--- config.mk ---
export PLATFORM = sky130hd
export DESIGN_NAME = octal_ddr_psram_interface
export DESIGN_NICKNAME = d
export VERILOG_FILES = /design/src/psram_octal_pkg.sv /design/src/octal_ddr_psram_interface.sv /design/src/sync_2ff.sv
export SDC_FILE = /design/constraint.sdc
export NUM_CORES = 1
export LEC_CHECK = 0
export ABC_AREA = 1
export BUFFER_PORTS_ARGS = -buffer_cell sky130_fd_sc_hd__buf_2
export CAP_MARGIN = 20
export CORE_MARGIN = 2
export CORE_UTILIZATION = 60
export DETAILED_ROUTE_END_ITERATION = 12
export HOLD_SLACK_MARGIN = 0.03
export PLACE_DENSITY = 0.79
export SLEW_MARGIN = 20
export SYNTH_ARGS = -nofsm -noshare
export SYNTH_HDL_FRONTEND = slang
export SYNTH_SLANG_ARGS = --single-unit
--- constraint.sdc ---
create_clock -name clk -period 2.6 [get_ports clk]
set_clock_uncertainty 0.05 [all_clocks]
set_input_delay 0.39 -clock clk [delete_from_list [all_inputs] [get_ports clk]]
set_output_delay 0.39 -clock clk [all_outputs]
set_load 0.005 [all_outputs]
--- src/psram_octal_pkg.sv ---
// shared constants for the octal ddr pseudo-sram interface
package psram_octal_pkg;

  // =====================================================================
  // timing
  localparam int CLK_FREQ_MHZ = 100;
  localparam int INIT_TIME_US = 150;
  localparam int INIT_CYCLES = INIT_TIME_US * CLK_FREQ_MHZ;
  localparam int SLEEP_WAIT_CYCLES = 1000;
  localparam int PD_WAIT_CYCLES = 1000;

  // =====================================================================
  // instruction codes
  localparam logic [7:0] CMD_SYNC_RD = 8'h00;
  localparam logic [7:0] CMD_SYNC_WR = 8'h80;
  localparam logic [7:0] CMD_LIN_RD = 8'h20;
  localparam logic [7:0] CMD_LIN_WR = 8'ha0;
  localparam logic [7:0] CMD_REG_RD = 8'h40;
  localparam logic [7:0] CMD_REG_WR = 8'hc0;
  localparam logic [7:0] CMD_GLOBAL_RST = 8'hff;
  localparam logic [2:0] GRST_MIN_RISES = 3'h4;

  // =====================================================================
  // mode register indices, reset values and writable bits
  localparam logic [7:0] REG_LATENCY_DRIVE = 8'h00;
  localparam logic [7:0] REG_ID_LOW = 8'h01;
  localparam logic [7:0] REG_ID_HIGH = 8'h02;
  localparam logic [7:0] REG_CAPS = 8'h03;
  localparam logic [7:0] REG_WRITE_LATENCY = 8'h04;
  localparam logic [7:0] REG_LOW_POWER = 8'h06;
  localparam logic [7:0] REG_BURST_CONFIG = 8'h08;
  localparam logic [7:0] LATENCY_DRIVE_RST = 8'h09;
  localparam logic [7:0] WRITE_LATENCY_RST = 8'h40;
  localparam logic [7:0] BURST_CONFIG_RST = 8'h05;
  localparam logic [7:0] LATENCY_DRIVE_WMASK = 8'h3f;
  localparam logic [7:0] WRITE_LATENCY_WMASK = 8'hef;
  localparam logic [7:0] BURST_CONFIG_WMASK = 8'h0f;
  localparam logic [7:0] CAPS_VALUE = 8'h80;
  localparam logic [7:0] LP_SLEEP_CODE = 8'hf0;
  localparam logic [7:0] LP_PD_CODE = 8'hc0;

  // =====================================================================
  // field positions
  localparam int LAT_TYPE_BIT = 5;
  localparam int LAT_CODE_LSB = 2;
  localparam int DRIVE_LSB = 0;
  localparam int WLAT_LSB = 5;
  localparam int ROWX_BIT = 3;
  localparam int HYB_BIT = 2;
  localparam int BLEN_LSB = 0;
  localparam int ROWX_SUPPORT_BIT = 7;

  // =====================================================================
  // latencies and address layout
  localparam logic [4:0] LAT_BASE = 5'h03;
  localparam logic [2:0] RD_CODE_MAX = 3'h4;
  localparam logic [4:0] LAT_MAX = 5'h07;
  localparam logic [4:0] REG_WR_LAT = 5'h01;
  localparam int ROW_W = 13;
  localparam int COL_W = 10;
  localparam int ADDR_W = ROW_W + COL_W;
  localparam logic [11:0] SYNC_RST = 12'ha00;

  function automatic logic [4:0] wl_decode(input logic [2:0] code);
    unique case (code)
      3'b000: wl_decode = 5'h03;
      3'b100: wl_decode = 5'h04;
      3'b010: wl_decode = 5'h05;
      3'b110: wl_decode = 5'h06;
      default: wl_decode = LAT_MAX;
    endcase
  endfunction : wl_decode

  function automatic logic [9:0] wrap_mask(input logic [1:0] code);
    unique case (code)
      2'b00: wrap_mask = 10'h00f;
      2'b01: wrap_mask = 10'h01f;
      2'b10: wrap_mask = 10'h03f;
      default: wrap_mask = 10'h3ff;
    endcase
  endfunction : wrap_mask

endpackage : psram_octal_pkg

--- src/octal_ddr_psram_interface.sv ---
// device-side command, burst and mode register logic of an octal ddr pseudo-sram
`timescale 1ns/1ps
`default_nettype none

module octal_ddr_psram_interface
  import psram_octal_pkg::*;
#(
  parameter int INIT_WAIT_CYCLES = INIT_CYCLES,
  parameter int SLEEP_WAIT = SLEEP_WAIT_CYCLES,
  parameter int PD_WAIT = PD_WAIT_CYCLES,
  // identification bytes: arbitrary neutral values
  parameter logic [7:0] ID_LOW_VALUE = 8'h00,
  parameter logic [7:0] ID_HIGH_VALUE = 8'h10
) (
  input wire logic clk,
  input wire logic rst_n,
  input wire logic linkClk,
  input wire logic csN,
  input wire logic resetPinN,
  input wire logic [7:0] dqIn,
  output logic [7:0] dqOut,
  output logic dqOe,
  input wire logic strobeMaskIn,
  output logic strobeMaskOut,
  output logic strobeMaskOe,
  output logic [ADDR_W-1:0] memRdAddr,
  input wire logic [7:0] memRdData,
  input wire logic refreshPending,
  output logic [ADDR_W-1:0] memWrAddr,
  output logic [7:0] memWrData,
  output logic memWrEn,
  output logic deviceReady,
  output logic sleepEntry,
  output logic powerdownEntry,
  output logic [1:0] driveStrength
);

  // =====================================================================
  // state
  typedef enum logic [2:0] {
    PH_INIT, PH_IDLE, PH_CMD, PH_ADDR, PH_LAT, PH_DATA, PH_DROP
  } phase_e;

  typedef struct packed {
    phase_e phase;
    logic [15:0] initCnt;
    logic [15:0] upCnt;
    logic linkPrev;
    logic [7:0] opcode;
    logic [1:0] addrIdx;
    logic [2:0] riseCnt;
    logic [ROW_W-1:0] row;
    logic [COL_W-1:0] col;
    logic [4:0] latCnt;
    logic [4:0] latTarget;
    logic [9:0] byteCnt;
    logic hybPhase;
    logic [7:0] latDrive;
    logic [7:0] wrLat;
    logic [7:0] burstCfg;
    logic sleepReq;
    logic pdReq;
    logic [7:0] dqOut;
    logic dqOe;
    logic smOut;
    logic smOe;
    logic [ADDR_W-1:0] wrAddr;
    logic [7:0] wrData;
    logic wrEn;
    logic sleepPulse;
    logic pdPulse;
  } state_s;

  state_s r;
  state_s n;

  // =====================================================================
  // pin synchronisers
  logic [11:0] syncQ;

  // resetPinN should be tied high on the board if unused
  sync_2ff #(
    .W(12),
    .RESET_VALUE(SYNC_RST)
  ) u_pin_sync (
    .clk(clk),
    .rst_n(rst_n),
    .d({csN, linkClk, resetPinN, strobeMaskIn, dqIn}),
    .q(syncQ)
  );

  logic csS;
  logic linkS;
  logic resetS;
  logic maskS;
  logic [7:0] dqS;
  assign csS = syncQ[11];
  assign linkS = syncQ[10];
  assign resetS = syncQ[9];
  assign maskS = syncQ[8];
  assign dqS = syncQ[7:0];

  // =====================================================================
  // decode
  logic rise;
  logic fall;
  logic edgeEv;
  assign rise = linkS & ~r.linkPrev;
  assign fall = ~linkS & r.linkPrev;
  assign edgeEv = rise | fall;

  logic isRead;
  logic isWrite;
  logic isReg;
  logic isLinear;
  assign isRead = (r.opcode == CMD_SYNC_RD) | (r.opcode == CMD_LIN_RD) |
                  (r.opcode == CMD_REG_RD);
  assign isWrite = (r.opcode == CMD_SYNC_WR) | (r.opcode == CMD_LIN_WR) |
                   (r.opcode == CMD_REG_WR);
  assign isReg = (r.opcode == CMD_REG_RD) | (r.opcode == CMD_REG_WR);
  assign isLinear = (r.opcode == CMD_LIN_RD) | (r.opcode == CMD_LIN_WR);

  logic [2:0] rdCode;
  logic [4:0] baseLat;
  logic [4:0] rdLat;
  logic [4:0] startLat;
  assign rdCode = r.latDrive[LAT_CODE_LSB+:3];
  assign baseLat = (rdCode > RD_CODE_MAX) ? LAT_MAX : LAT_BASE + {2'b00, rdCode};
  // fixed latency, or a refresh colliding with an array read, doubles the wait
  assign rdLat = (r.latDrive[LAT_TYPE_BIT] | (refreshPending & ~isReg)) ?
                 {baseLat[3:0], 1'b0} : baseLat;
  assign startLat = !isWrite ? rdLat :
                    isReg ? REG_WR_LAT :
                    wl_decode(r.wrLat[WLAT_LSB+:3]);

  logic [7:0] regRdData;
  always_comb begin
    unique case (r.col[7:0])
      REG_LATENCY_DRIVE: regRdData = r.latDrive;
      REG_ID_LOW: regRdData = ID_LOW_VALUE;
      REG_ID_HIGH: regRdData = ID_HIGH_VALUE;
      REG_CAPS: regRdData = CAPS_VALUE;
      REG_WRITE_LATENCY: regRdData = r.wrLat;
      REG_BURST_CONFIG: regRdData = r.burstCfg;
      default: regRdData = 8'h00;
    endcase
  end

  // =====================================================================
  // burst address stepping
  logic [9:0] mask;
  logic hybrid;
  logic rowCross;
  logic [COL_W-1:0] colInc;
  logic [COL_W-1:0] wrapNext;
  logic [COL_W-1:0] jumpCol;
  assign mask = isLinear ? 10'h3ff : wrap_mask(r.burstCfg[BLEN_LSB+:2]);
  assign hybrid = r.burstCfg[HYB_BIT] & ~isLinear & (mask != 10'h3ff);
  assign rowCross = isLinear & isRead & ~isReg & r.burstCfg[ROWX_BIT] &
                    CAPS_VALUE[ROWX_SUPPORT_BIT];
  assign colInc = r.col + 10'h001;
  assign wrapNext = (r.col & ~mask) | (colInc & mask);
  assign jumpCol = (r.col | mask) + 10'h001;

  // =====================================================================
  // next state
  logic dataEdge;
  assign dataEdge = edgeEv & ((r.phase == PH_DATA) |
                    ((r.phase == PH_LAT) & rise & (r.latCnt == r.latTarget)));

  always_comb begin
    n = r;
    n.linkPrev = linkS;
    n.wrEn = 1'b0;
    n.sleepPulse = 1'b0;
    n.pdPulse = 1'b0;
    if (r.phase != PH_INIT && r.upCnt != 16'hffff) begin
      n.upCnt = r.upCnt + 16'h0001;
    end
    if (r.phase != PH_INIT && r.phase != PH_IDLE && rise && r.riseCnt != 3'h7) begin
      n.riseCnt = r.riseCnt + 3'h1;
    end

    if (r.phase == PH_INIT) begin
      // select and link clock are ignored until self-init is over
      if (r.initCnt == 16'(INIT_WAIT_CYCLES - 1)) begin
        n.phase = PH_IDLE;
      end else begin
        n.initCnt = r.initCnt + 16'h0001;
      end
    end else if (csS) begin
      // standby: frame over, release the bus
      n.phase = PH_IDLE;
      n.dqOe = 1'b0;
      n.smOe = 1'b0;
      n.smOut = 1'b0;
      if (r.phase != PH_IDLE) begin
        if (r.opcode == CMD_GLOBAL_RST && r.riseCnt >= GRST_MIN_RISES) begin
          n.latDrive = LATENCY_DRIVE_RST;
          n.wrLat = WRITE_LATENCY_RST;
          n.burstCfg = BURST_CONFIG_RST;
          n.upCnt = 16'h0000;
        end
        n.sleepPulse = r.sleepReq & (r.upCnt >= 16'(SLEEP_WAIT));
        n.pdPulse = r.pdReq & (r.upCnt >= 16'(PD_WAIT));
        n.sleepReq = 1'b0;
        n.pdReq = 1'b0;
      end
    end else begin
      unique case (r.phase)
        PH_IDLE: begin
          n.phase = PH_CMD;
          n.riseCnt = 3'h0;
          n.opcode = 8'h00;
        end
        PH_CMD: begin
          if (rise) begin
            n.opcode = dqS;
            n.phase = PH_ADDR;
            n.addrIdx = 2'h0;
          end
        end
        PH_ADDR: begin
          // skip only the fall after the instruction rise
          if (edgeEv && !(fall && r.riseCnt == 3'h1)) begin
            n.addrIdx = r.addrIdx + 2'h1;
            unique case (r.addrIdx)
              2'h1: n.row[12:6] = dqS[6:0];
              2'h2: begin
                n.row[5:0] = dqS[7:2];
                n.col[9:8] = dqS[1:0];
              end
              2'h3: begin
                n.col[7:0] = dqS;
                n.latCnt = 5'h00;
                n.latTarget = startLat;
                n.byteCnt = 10'h000;
                n.hybPhase = hybrid;
                n.phase = (isRead | isWrite) ? PH_LAT : PH_DROP;
              end
              default: ;
            endcase
          end
        end
        PH_LAT: begin
          if (rise && r.latCnt != r.latTarget) begin
            n.latCnt = r.latCnt + 5'h01;
          end
          if (rise && isRead) begin
            // read preamble: strobe held low until data starts
            n.smOe = 1'b1;
            n.smOut = 1'b0;
          end
          if (dataEdge) begin
            n.phase = PH_DATA;
          end
        end
        PH_DATA: ;
        PH_DROP: ;
        default: n.phase = PH_DROP;
      endcase

      if (dataEdge) begin
        if (r.byteCnt != 10'h3ff) begin
          n.byteCnt = r.byteCnt + 10'h001;
        end
        if (isRead) begin
          n.dqOut = isReg ? regRdData : memRdData;
          n.dqOe = 1'b1;
          n.smOe = 1'b1;
          n.smOut = rise;
        end else if (!maskS) begin
          if (isReg) begin
            if (r.byteCnt == 10'h000) begin
              unique case (r.col[7:0])
                REG_LATENCY_DRIVE: n.latDrive = dqS & LATENCY_DRIVE_WMASK;
                REG_WRITE_LATENCY: n.wrLat = dqS & WRITE_LATENCY_WMASK;
                REG_BURST_CONFIG: n.burstCfg = dqS & BURST_CONFIG_WMASK;
                REG_LOW_POWER: begin
                  n.sleepReq = (dqS == LP_SLEEP_CODE);
                  n.pdReq = (dqS == LP_PD_CODE);
                end
                default: ;
              endcase
            end
          end else begin
            // masked bytes never reach the array
            n.wrEn = 1'b1;
            n.wrAddr = {r.row, r.col};
            n.wrData = dqS;
          end
        end
        if (!isReg) begin
          if (r.hybPhase) begin
            if (r.byteCnt == mask) begin
              n.col = jumpCol;
              n.hybPhase = 1'b0;
            end else begin
              n.col = wrapNext;
            end
          end else if (hybrid) begin
            n.col = colInc;
          end else begin
            n.col = wrapNext;
            if (rowCross && r.col == 10'h3ff) begin
              n.row = r.row + 13'h0001;
            end
          end
        end
      end
    end

    if (!resetS && r.phase != PH_INIT) begin
      // reset pin: registers back to power-up values, frame abandoned
      n.latDrive = LATENCY_DRIVE_RST;
      n.wrLat = WRITE_LATENCY_RST;
      n.burstCfg = BURST_CONFIG_RST;
      n.phase = PH_IDLE;
      n.dqOe = 1'b0;
      n.smOe = 1'b0;
      n.smOut = 1'b0;
      n.sleepReq = 1'b0;
      n.pdReq = 1'b0;
      n.sleepPulse = 1'b0;
      n.pdPulse = 1'b0;
      n.wrEn = 1'b0;
      n.upCnt = 16'h0000;
    end
  end

  always_ff @(posedge clk or negedge rst_n) begin
    if (!rst_n) begin
      r <= '{phase: PH_INIT, latDrive: LATENCY_DRIVE_RST, wrLat: WRITE_LATENCY_RST,
             burstCfg: BURST_CONFIG_RST, default: '0};
    end else begin
      r <= n;
    end
  end

  // =====================================================================
  // outputs
  assign dqOut = r.dqOut;
  assign dqOe = r.dqOe;
  assign strobeMaskOut = r.smOut;
  assign strobeMaskOe = r.smOe;
  assign memRdAddr = {r.row, r.col};
  assign memWrAddr = r.wrAddr;
  assign memWrData = r.wrData;
  assign memWrEn = r.wrEn;
  assign deviceReady = (r.phase != PH_INIT);
  assign sleepEntry = r.sleepPulse;
  assign powerdownEntry = r.pdPulse;
  assign driveStrength = r.latDrive[DRIVE_LSB+:2];

endmodule : octal_ddr_psram_interface

`default_nettype wire

--- src/sync_2ff.sv ---
// two flip-flop synchroniser for inputs from outside the clock domain
`timescale 1ns/1ps
`default_nettype none

module sync_2ff #(
  parameter int W = 1,
  parameter logic [W-1:0] RESET_VALUE = '0
) (
  input wire logic clk,
  input wire logic rst_n,
  input wire logic [W-1:0] d,
  output logic [W-1:0] q
);

  logic [W-1:0] meta;

  always_ff @(posedge clk or negedge rst_n) begin
    if (!rst_n) begin
      meta <= RESET_VALUE;
      q <= RESET_VALUE;
    end else begin
      meta <= d;
      q <= meta;
    end
  end

endmodule : sync_2ff

`default_nettype wire
**Word-level counts from Yosys, hierarchy flattened**

Index checks and enable logic that the tools add are counted.
Widths: inputs -> output; s select.

- Add/subtract/negate cells: 10
- Multipliers: 0
- Divide/modulo/power cells: 0
- Magnitude comparators: 3
- Equal/unequal tests: 53
- Shift-type cells: 0
- Muxes and demuxes: 79
- Bitwise logic cells: 37
- Reduce and logical (&&, ||, !) cells: 46

Operators by type and width:

| operator | count |
|---|---|
| $mux 26 | 7 |
| $mux 32 | 4 |
| $mux 118 | 1 |
| $mux 16 | 7 |
| $mux 80 | 1 |
| $mux 23 | 3 |
| $mux 10 | 6 |
| $eq 8x8->1 const B | 6 |
| $mux 8 | 6 |
| $mux 47 | 1 |
| $mux 44 | 1 |
| $pmux 8 s5 | 1 |
| $mux 13 | 3 |
| $mux 3 | 13 |
| $add 16x1->16 const B | 2 |
| $add 10x1->10 const B | 3 |
| $pmux 10 s3 | 1 |
| $mux 29 | 1 |
| $reduce_and 9->1 | 3 |
| $reduce_bool 3->1 | 9 |
| $mux 24 | 1 |
| $and 10x10->10 | 2 |
| $mux 5 | 4 |
| $ne 10x10->1 const B | 2 |
| other kinds (62) | 140 |

- Register bits: 188
- Bits in latches: 0
- Bits in writable memories: 0
- ROM bits: 0
- Bits of input ports: 23
- Output and inout port bits: 71
- Word-level logic and storage cells: 257
- Memories: 0

**Longest topological paths before layout**

- Word-level depth: 18
- Depth in mapped cells: 14
- Mapped depth without buffers: 14

**By module**

A second synthesis with hierarchy kept.

- Cells, all modules: 1371
- Area, all modules: 10801.6 um2

By module, submodules not included:

| module | times used | cells an instance | area each (um2) | seq. area each (um2) |
|---|---|---|---|---|
| octal_ddr_psram_interface | 1 | 1347 | 10196.0 | 3935.0 |
| sync_2ff | 1 | 24 | 605.6 | 605.6 |

**Worst setup path after synthesis**

Ideal clock, no wire load.

- Path type: flip-flop to flip-flop
- From: register r[128] in the netlist's numbering
- To: register r (netlist bit memRdAddr[9])
- Library setup time: 0.117 ns
- Arrival time: 1.811 ns
- Required time: 2.433 ns
- Setup slack: 0.622 ns
- Stages on the path, launching flop included: 13
- Path buffers: 1
- Period minus slack after synthesis: 1.978 ns
- Cell sequence: dfrtp_1 -> inv_1 -> ha_1 -> or2_2 -> nand2_1 -> inv_1 -> nand3_1 -> clkbuf_1 -> nand2_1 -> o21ai_0 -> a21oi_1 -> nand2_1 -> nand2_1

- Word-level cells in the longest chain between the ends: 8
- Elaborated cells on any way between the ends: 15
- Those cells by class: mux (4); bitwise (8); reduce/logical (3)

RTL lines:

| what | line | text |
|---|---|---|
| from (decl) | octal_ddr_psram_interface.sv:74 | `state_s r;` |
| from (signal assigned) | octal_ddr_psram_interface.sv:333 | `r <= '{phase: PH_INIT, latDrive: LATENCY_DRIVE_RST, wrLat: WRITE_LATENCY_RST,` |
| from (signal assigned) | octal_ddr_psram_interface.sv:336 | `r <= n;` |
| $not 1->1 / $and 1x1->1 (equally long branches) | octal_ddr_psram_interface.sv:108, octal_ddr_psram_interface.sv:109 |  |
| $and 1x1->1 / $logic_and 1x1->1 (equally long branches) | octal_ddr_psram_interface.sv:108, octal_ddr_psram_interface.sv:225 |  |
| $or 1x1->1 / $logic_not 1->1 (equally long branches) | octal_ddr_psram_interface.sv:110, octal_ddr_psram_interface.sv:225 |  |
| $logic_and 1x1->1 | octal_ddr_psram_interface.sv:225 | `if (edgeEv && !(fall && r.riseCnt == 3'h1)) begin` |
| $mux 44 | octal_ddr_psram_interface.sv:225 |  |
| $mux 23 | octal_ddr_psram_interface.sv:210 | `unique case (r.phase)` |
| $mux 23 | octal_ddr_psram_interface.sv:293 | `if (!isReg) begin` |
| $mux 23 * | octal_ddr_psram_interface.sv:263 | `if (dataEdge) begin` |

Mark *: on every way between the ends. The rest lies on a longest branch, timed or not. The select of a mux whose other input is x is not followed.
A chain may end at the register's enable or synchronous reset.

**Worst setup path after layout**

- From: register r[122] in the netlist's numbering
- To: register r[71] in the netlist's numbering

- Word-level cells in the longest chain between the ends: 12
- Elaborated cells on any way between the ends: 19
- Those cells by class: eq/ne (6); mux (8); bitwise (5)

RTL lines:

| what | line | text |
|---|---|---|
| $eq 8x6->1 / $eq 8x8->1 (equally long branches) | octal_ddr_psram_interface.sv:121 | `assign isLinear = (r.opcode == CMD_LIN_RD) \| (r.opcode == CMD_LIN_WR);` |
| $or 1x1->1 | octal_ddr_psram_interface.sv:121 |  |
| $mux 10 / $not 1->1 (equally long branches) | octal_ddr_psram_interface.sv:157, octal_ddr_psram_interface.sv:158 |  |
| $ne 10x10->1 / $and 1x1->1 (equally long branches) | octal_ddr_psram_interface.sv:158 | `assign hybrid = r.burstCfg[HYB_BIT] & ~isLinear & (mask != 10'h3ff);` |
| $and 1x1->1 | octal_ddr_psram_interface.sv:158 |  |
| $mux 29 | octal_ddr_psram_interface.sv:227 | `unique case (r.addrIdx)` |
| $mux 44 | octal_ddr_psram_interface.sv:225 |  |
| $mux 16 | octal_ddr_psram_interface.sv:210 |  |
| $mux 1 | octal_ddr_psram_interface.sv:295 | `if (r.byteCnt == mask) begin` |
| $mux 1 | octal_ddr_psram_interface.sv:294 | `if (r.hybPhase) begin` |
| $mux 1 | octal_ddr_psram_interface.sv:293 |  |
| $mux 80 * | octal_ddr_psram_interface.sv:263 |  |

Marked as above.

==> qor.csv <==
stage;metric;value;unit
floorplanning;Die Wd;137;um
yosys;FFs w/ async S/R, synth;100;%
sta;Rel. slew slack;59.1;%
drt;drt first pass iters;6;
sta;Hold WS;0.172;ns
finish;most frequent cells in the layout;nand2_1, dfrtp_1, inv_1;
clock_tree;Root Driver;clkbuf_16;
floorplanning;Starting Density;61.2;%
floorplanning;Die Span Y;137;um
finish;fraction of layout cells with a size suffix above 1;14.8;%
setup_path;critical-path maximum fanout;9;
yosys;Mean Syn Cell Area;7.75;um2
floorplanning;die area;0.0187;mm2
yosys;cell count after synthesis;1361;
finish;post-layout net count;1454;
drt;DR iter-0 viols;996;
setup_path;worst path required time;2.87;ns
yosys;Seq/Total Area, Yosys;43.0;%
status;outcome;complete, no violations;
drt;routed vias;9317;
clock_tree;clock sink count;181;
drt;Routed WL;25300;um
global_routing;total track usage;28.4;%
finish;Syn-to-layout area delta;9.70;%
clock_tree;Reg clk slew, reported paths;0.07;ns
drt;routed vias/inst;5.65;
clock_tree;Clk Latency, worst-skew pair;0.44;ns
floorplanning;Rows;48;
finish;Post-Layout Cell Count;1648;
floorplanning;Core ar.;0.0172;mm2
placement;setup slack at placement;0.195;ns
setup_path;Critical Path Start Type;flop;
sta;top achievable clock speed;424;MHz
sta;Final setup viols;0;
yosys;synthesized flop and latch total;181;
placement;RD Place Congestion;0.936;
sta;final worst-path cycle share;90.7;%
yosys;Main synth FF type;dfrtp_1;
clock_tree;H-tree depth;4;
floorplanning;Ports;94;
setup_path;Setup CP Type;flop to flop;
sta;Hold Fails Final Rpt;0;
sta;worst-margin pin slew;0.598;ns
sta;worst setup margin;0.243;ns
drt;drt drc;0;
clock_tree;total CTS buffers;17;
placement;cell count after placement;1602;
global_routing;antenna violations before repair;0;
placement;DP HPWL;18000;um
worst_hold_path;Worst Hold Class;primary input to flop;
sta;Final Max Slew Viols;0;
power;P_leak;5.73;nW
setup_path;CP endpoint kind;flop;
sta;crit path time final;2.36;ns
yosys;Synth warnings;0;
finish;most common cell after layout, fill and taps aside;nand2_1;
yosys;synthesized area;0.0105;mm2
power;pwr dens;487;mW/mm2
run;max cap viols;0;
yosys;number of synthesized flops with an enable pin;0;
sta;TNS Setup;0;ns
global_routing;pin count of the biggest net entering global routing;73;
clock_tree;clock buffer depth;2;
yosys;Netlist cell types;56;
global_routing;number of global-route vias before repair;8345;
yosys;Mapped Nets;1405;
power;Tot Pwr;5.64;mW
drt;Detail Route Antenna Nets;0;
power;peak supply drop;488;uV
global_routing;Remaining Overflow, GRT;0;
clock_tree;CTS tree;built;
drt;wire per inst;15.3;um
global_routing;global-route wire length before repair;41800;um
placement;Port Buffers;93;
finish;Antenna diodes;0;
setup_path;CP arrival;2.63;ns
==> Yosys cell counts (8+ instances only) <==
cell      number  share of area [%]
nand3_1      106                5.0
xor2_1        33                2.7
o21ai_1       61                2.9
inv_2         14               0.50
nor2_1       114                4.1
xnor2_1       15                1.2
nor3_1        22                1.0
ha_1          21                2.5
a21oi_1       36                1.7
inv_1        123                4.4
nand4_1       20                1.2
dfrtp_1      172                 41
o21ai_0       59                2.8
clkbuf_1       8               0.28
buf_4         64                4.6
nand2_1      368                 13
buf_2         17               0.81
dfstp_2        9                2.2
==> critical path, stage by stage, from the launching register on <==
cell and delay, ns:
dfrtp_1 0.40, nor2_1 0.18, nand4_1 0.35, nand2_1 0.23, nand2_1 0.09, nand2_1 0.10
nand2_1 0.08, nor2_2 0.27, nand2_1 0.16, o21ai_2 0.23, o22ai_1 0.09
==> timing repair <==
item | 4_1_cts | 5_1_grt
setup endpoints to repair | 0 | 4
buffers inserted | 0 | 1
endpoints found under the hold margin | 57 | 0
gates resized for setup | 0 | 1
hold buffers | 13 | 0
==> report_power, final <==
part / switching, mW / internal, mW / total [mW]
Clock: 1.25 / 1.38 / 2.63
Sequential: 0.0253 / 2.84 / 2.86
Combinational: 0.0977 / 0.0439 / 0.142
Total: 1.37 / 4.26 / 5.64
==> metal layers <==
metal / global-route usage (%) / routed length (um) / up-vias / share of wire (%)
met5: 0 / 0 / - / 0
met4: 8.74 / 540 / 0 / 2.1
met3: 6.00 / 2190 / 59 / 8.6
met2: 43.9 / 11400 / 405 / 45
met1: 40.1 / 11100 / 4382 / 44
li1: - / - / 4471 / -
==> sequential cells by signal, indices dropped and copies added (netlist names) <==
register         flops
r                   87
memRdAddr           23
memWrAddr           23
u_pin_sync.meta     12
u_pin_sync.q        12
dqOut                8
memWrData            8
driveStrength        2
dqOe                 1
memWrEn              1
powerdownEntry       1
sleepEntry           1
strobeMaskOe         1
strobeMaskOut        1
==> layout make-up <==
type                       count  area (um2)
fill                        1391        5670
multi-input combinational    949        4870
sequential                   181        4540
timing repair buffer         123         754
inverter                     138         519
clock buffer                  17         425
tap                          225         282
clock inverter                15         181
==> stage by stage <==
step	utilization [%]	area, um2
after floorplan	-	10500
after global placement	62.8	10800
after detailed placement	62.8	10800
after CTS	67.1	11600
after global routing	67.1	11600
final	67.1	11600
==> cell families after synthesis <==
group,after synthesis,share of synthesized area (%)
simple gates,680,28.8
fa+ha+maj,21,2.49
compound gates,195,10.3
buf+inv,231,10.9
flops,181,43.0
mux,5,0.475
xor+xnor,48,3.99
==> worst paths after layout <==
kind / startpoint / slack [ns] / depth (start not counted) / endpoint
max in group asynchronous: rst_n / 1.30 / 3 / u_pin_sync.q[9]$_DFF_PN1_
min reg2reg: u_pin_sync.meta[10]$_DFF_PN0_ / 0.30 / 0 / u_pin_sync.q[10]$_DFF_PN0_
max reg2reg: r[122]$_DFFE_PN0P_ / 0.24 / 10 / r[71]$_DFFE_PN0P_
max: r[122]$_DFFE_PN0P_ / 0.24 / 10 / r[71]$_DFFE_PN0P_
min in group asynchronous: rst_n / 0.40 / 2 / r[132]$_DFF_PN0_
min: memRdData[5] / 0.17 / 3 / dqOut[5]$_DFFE_PN0P_
No activity file was read; power rests on OpenSTA's default activity.
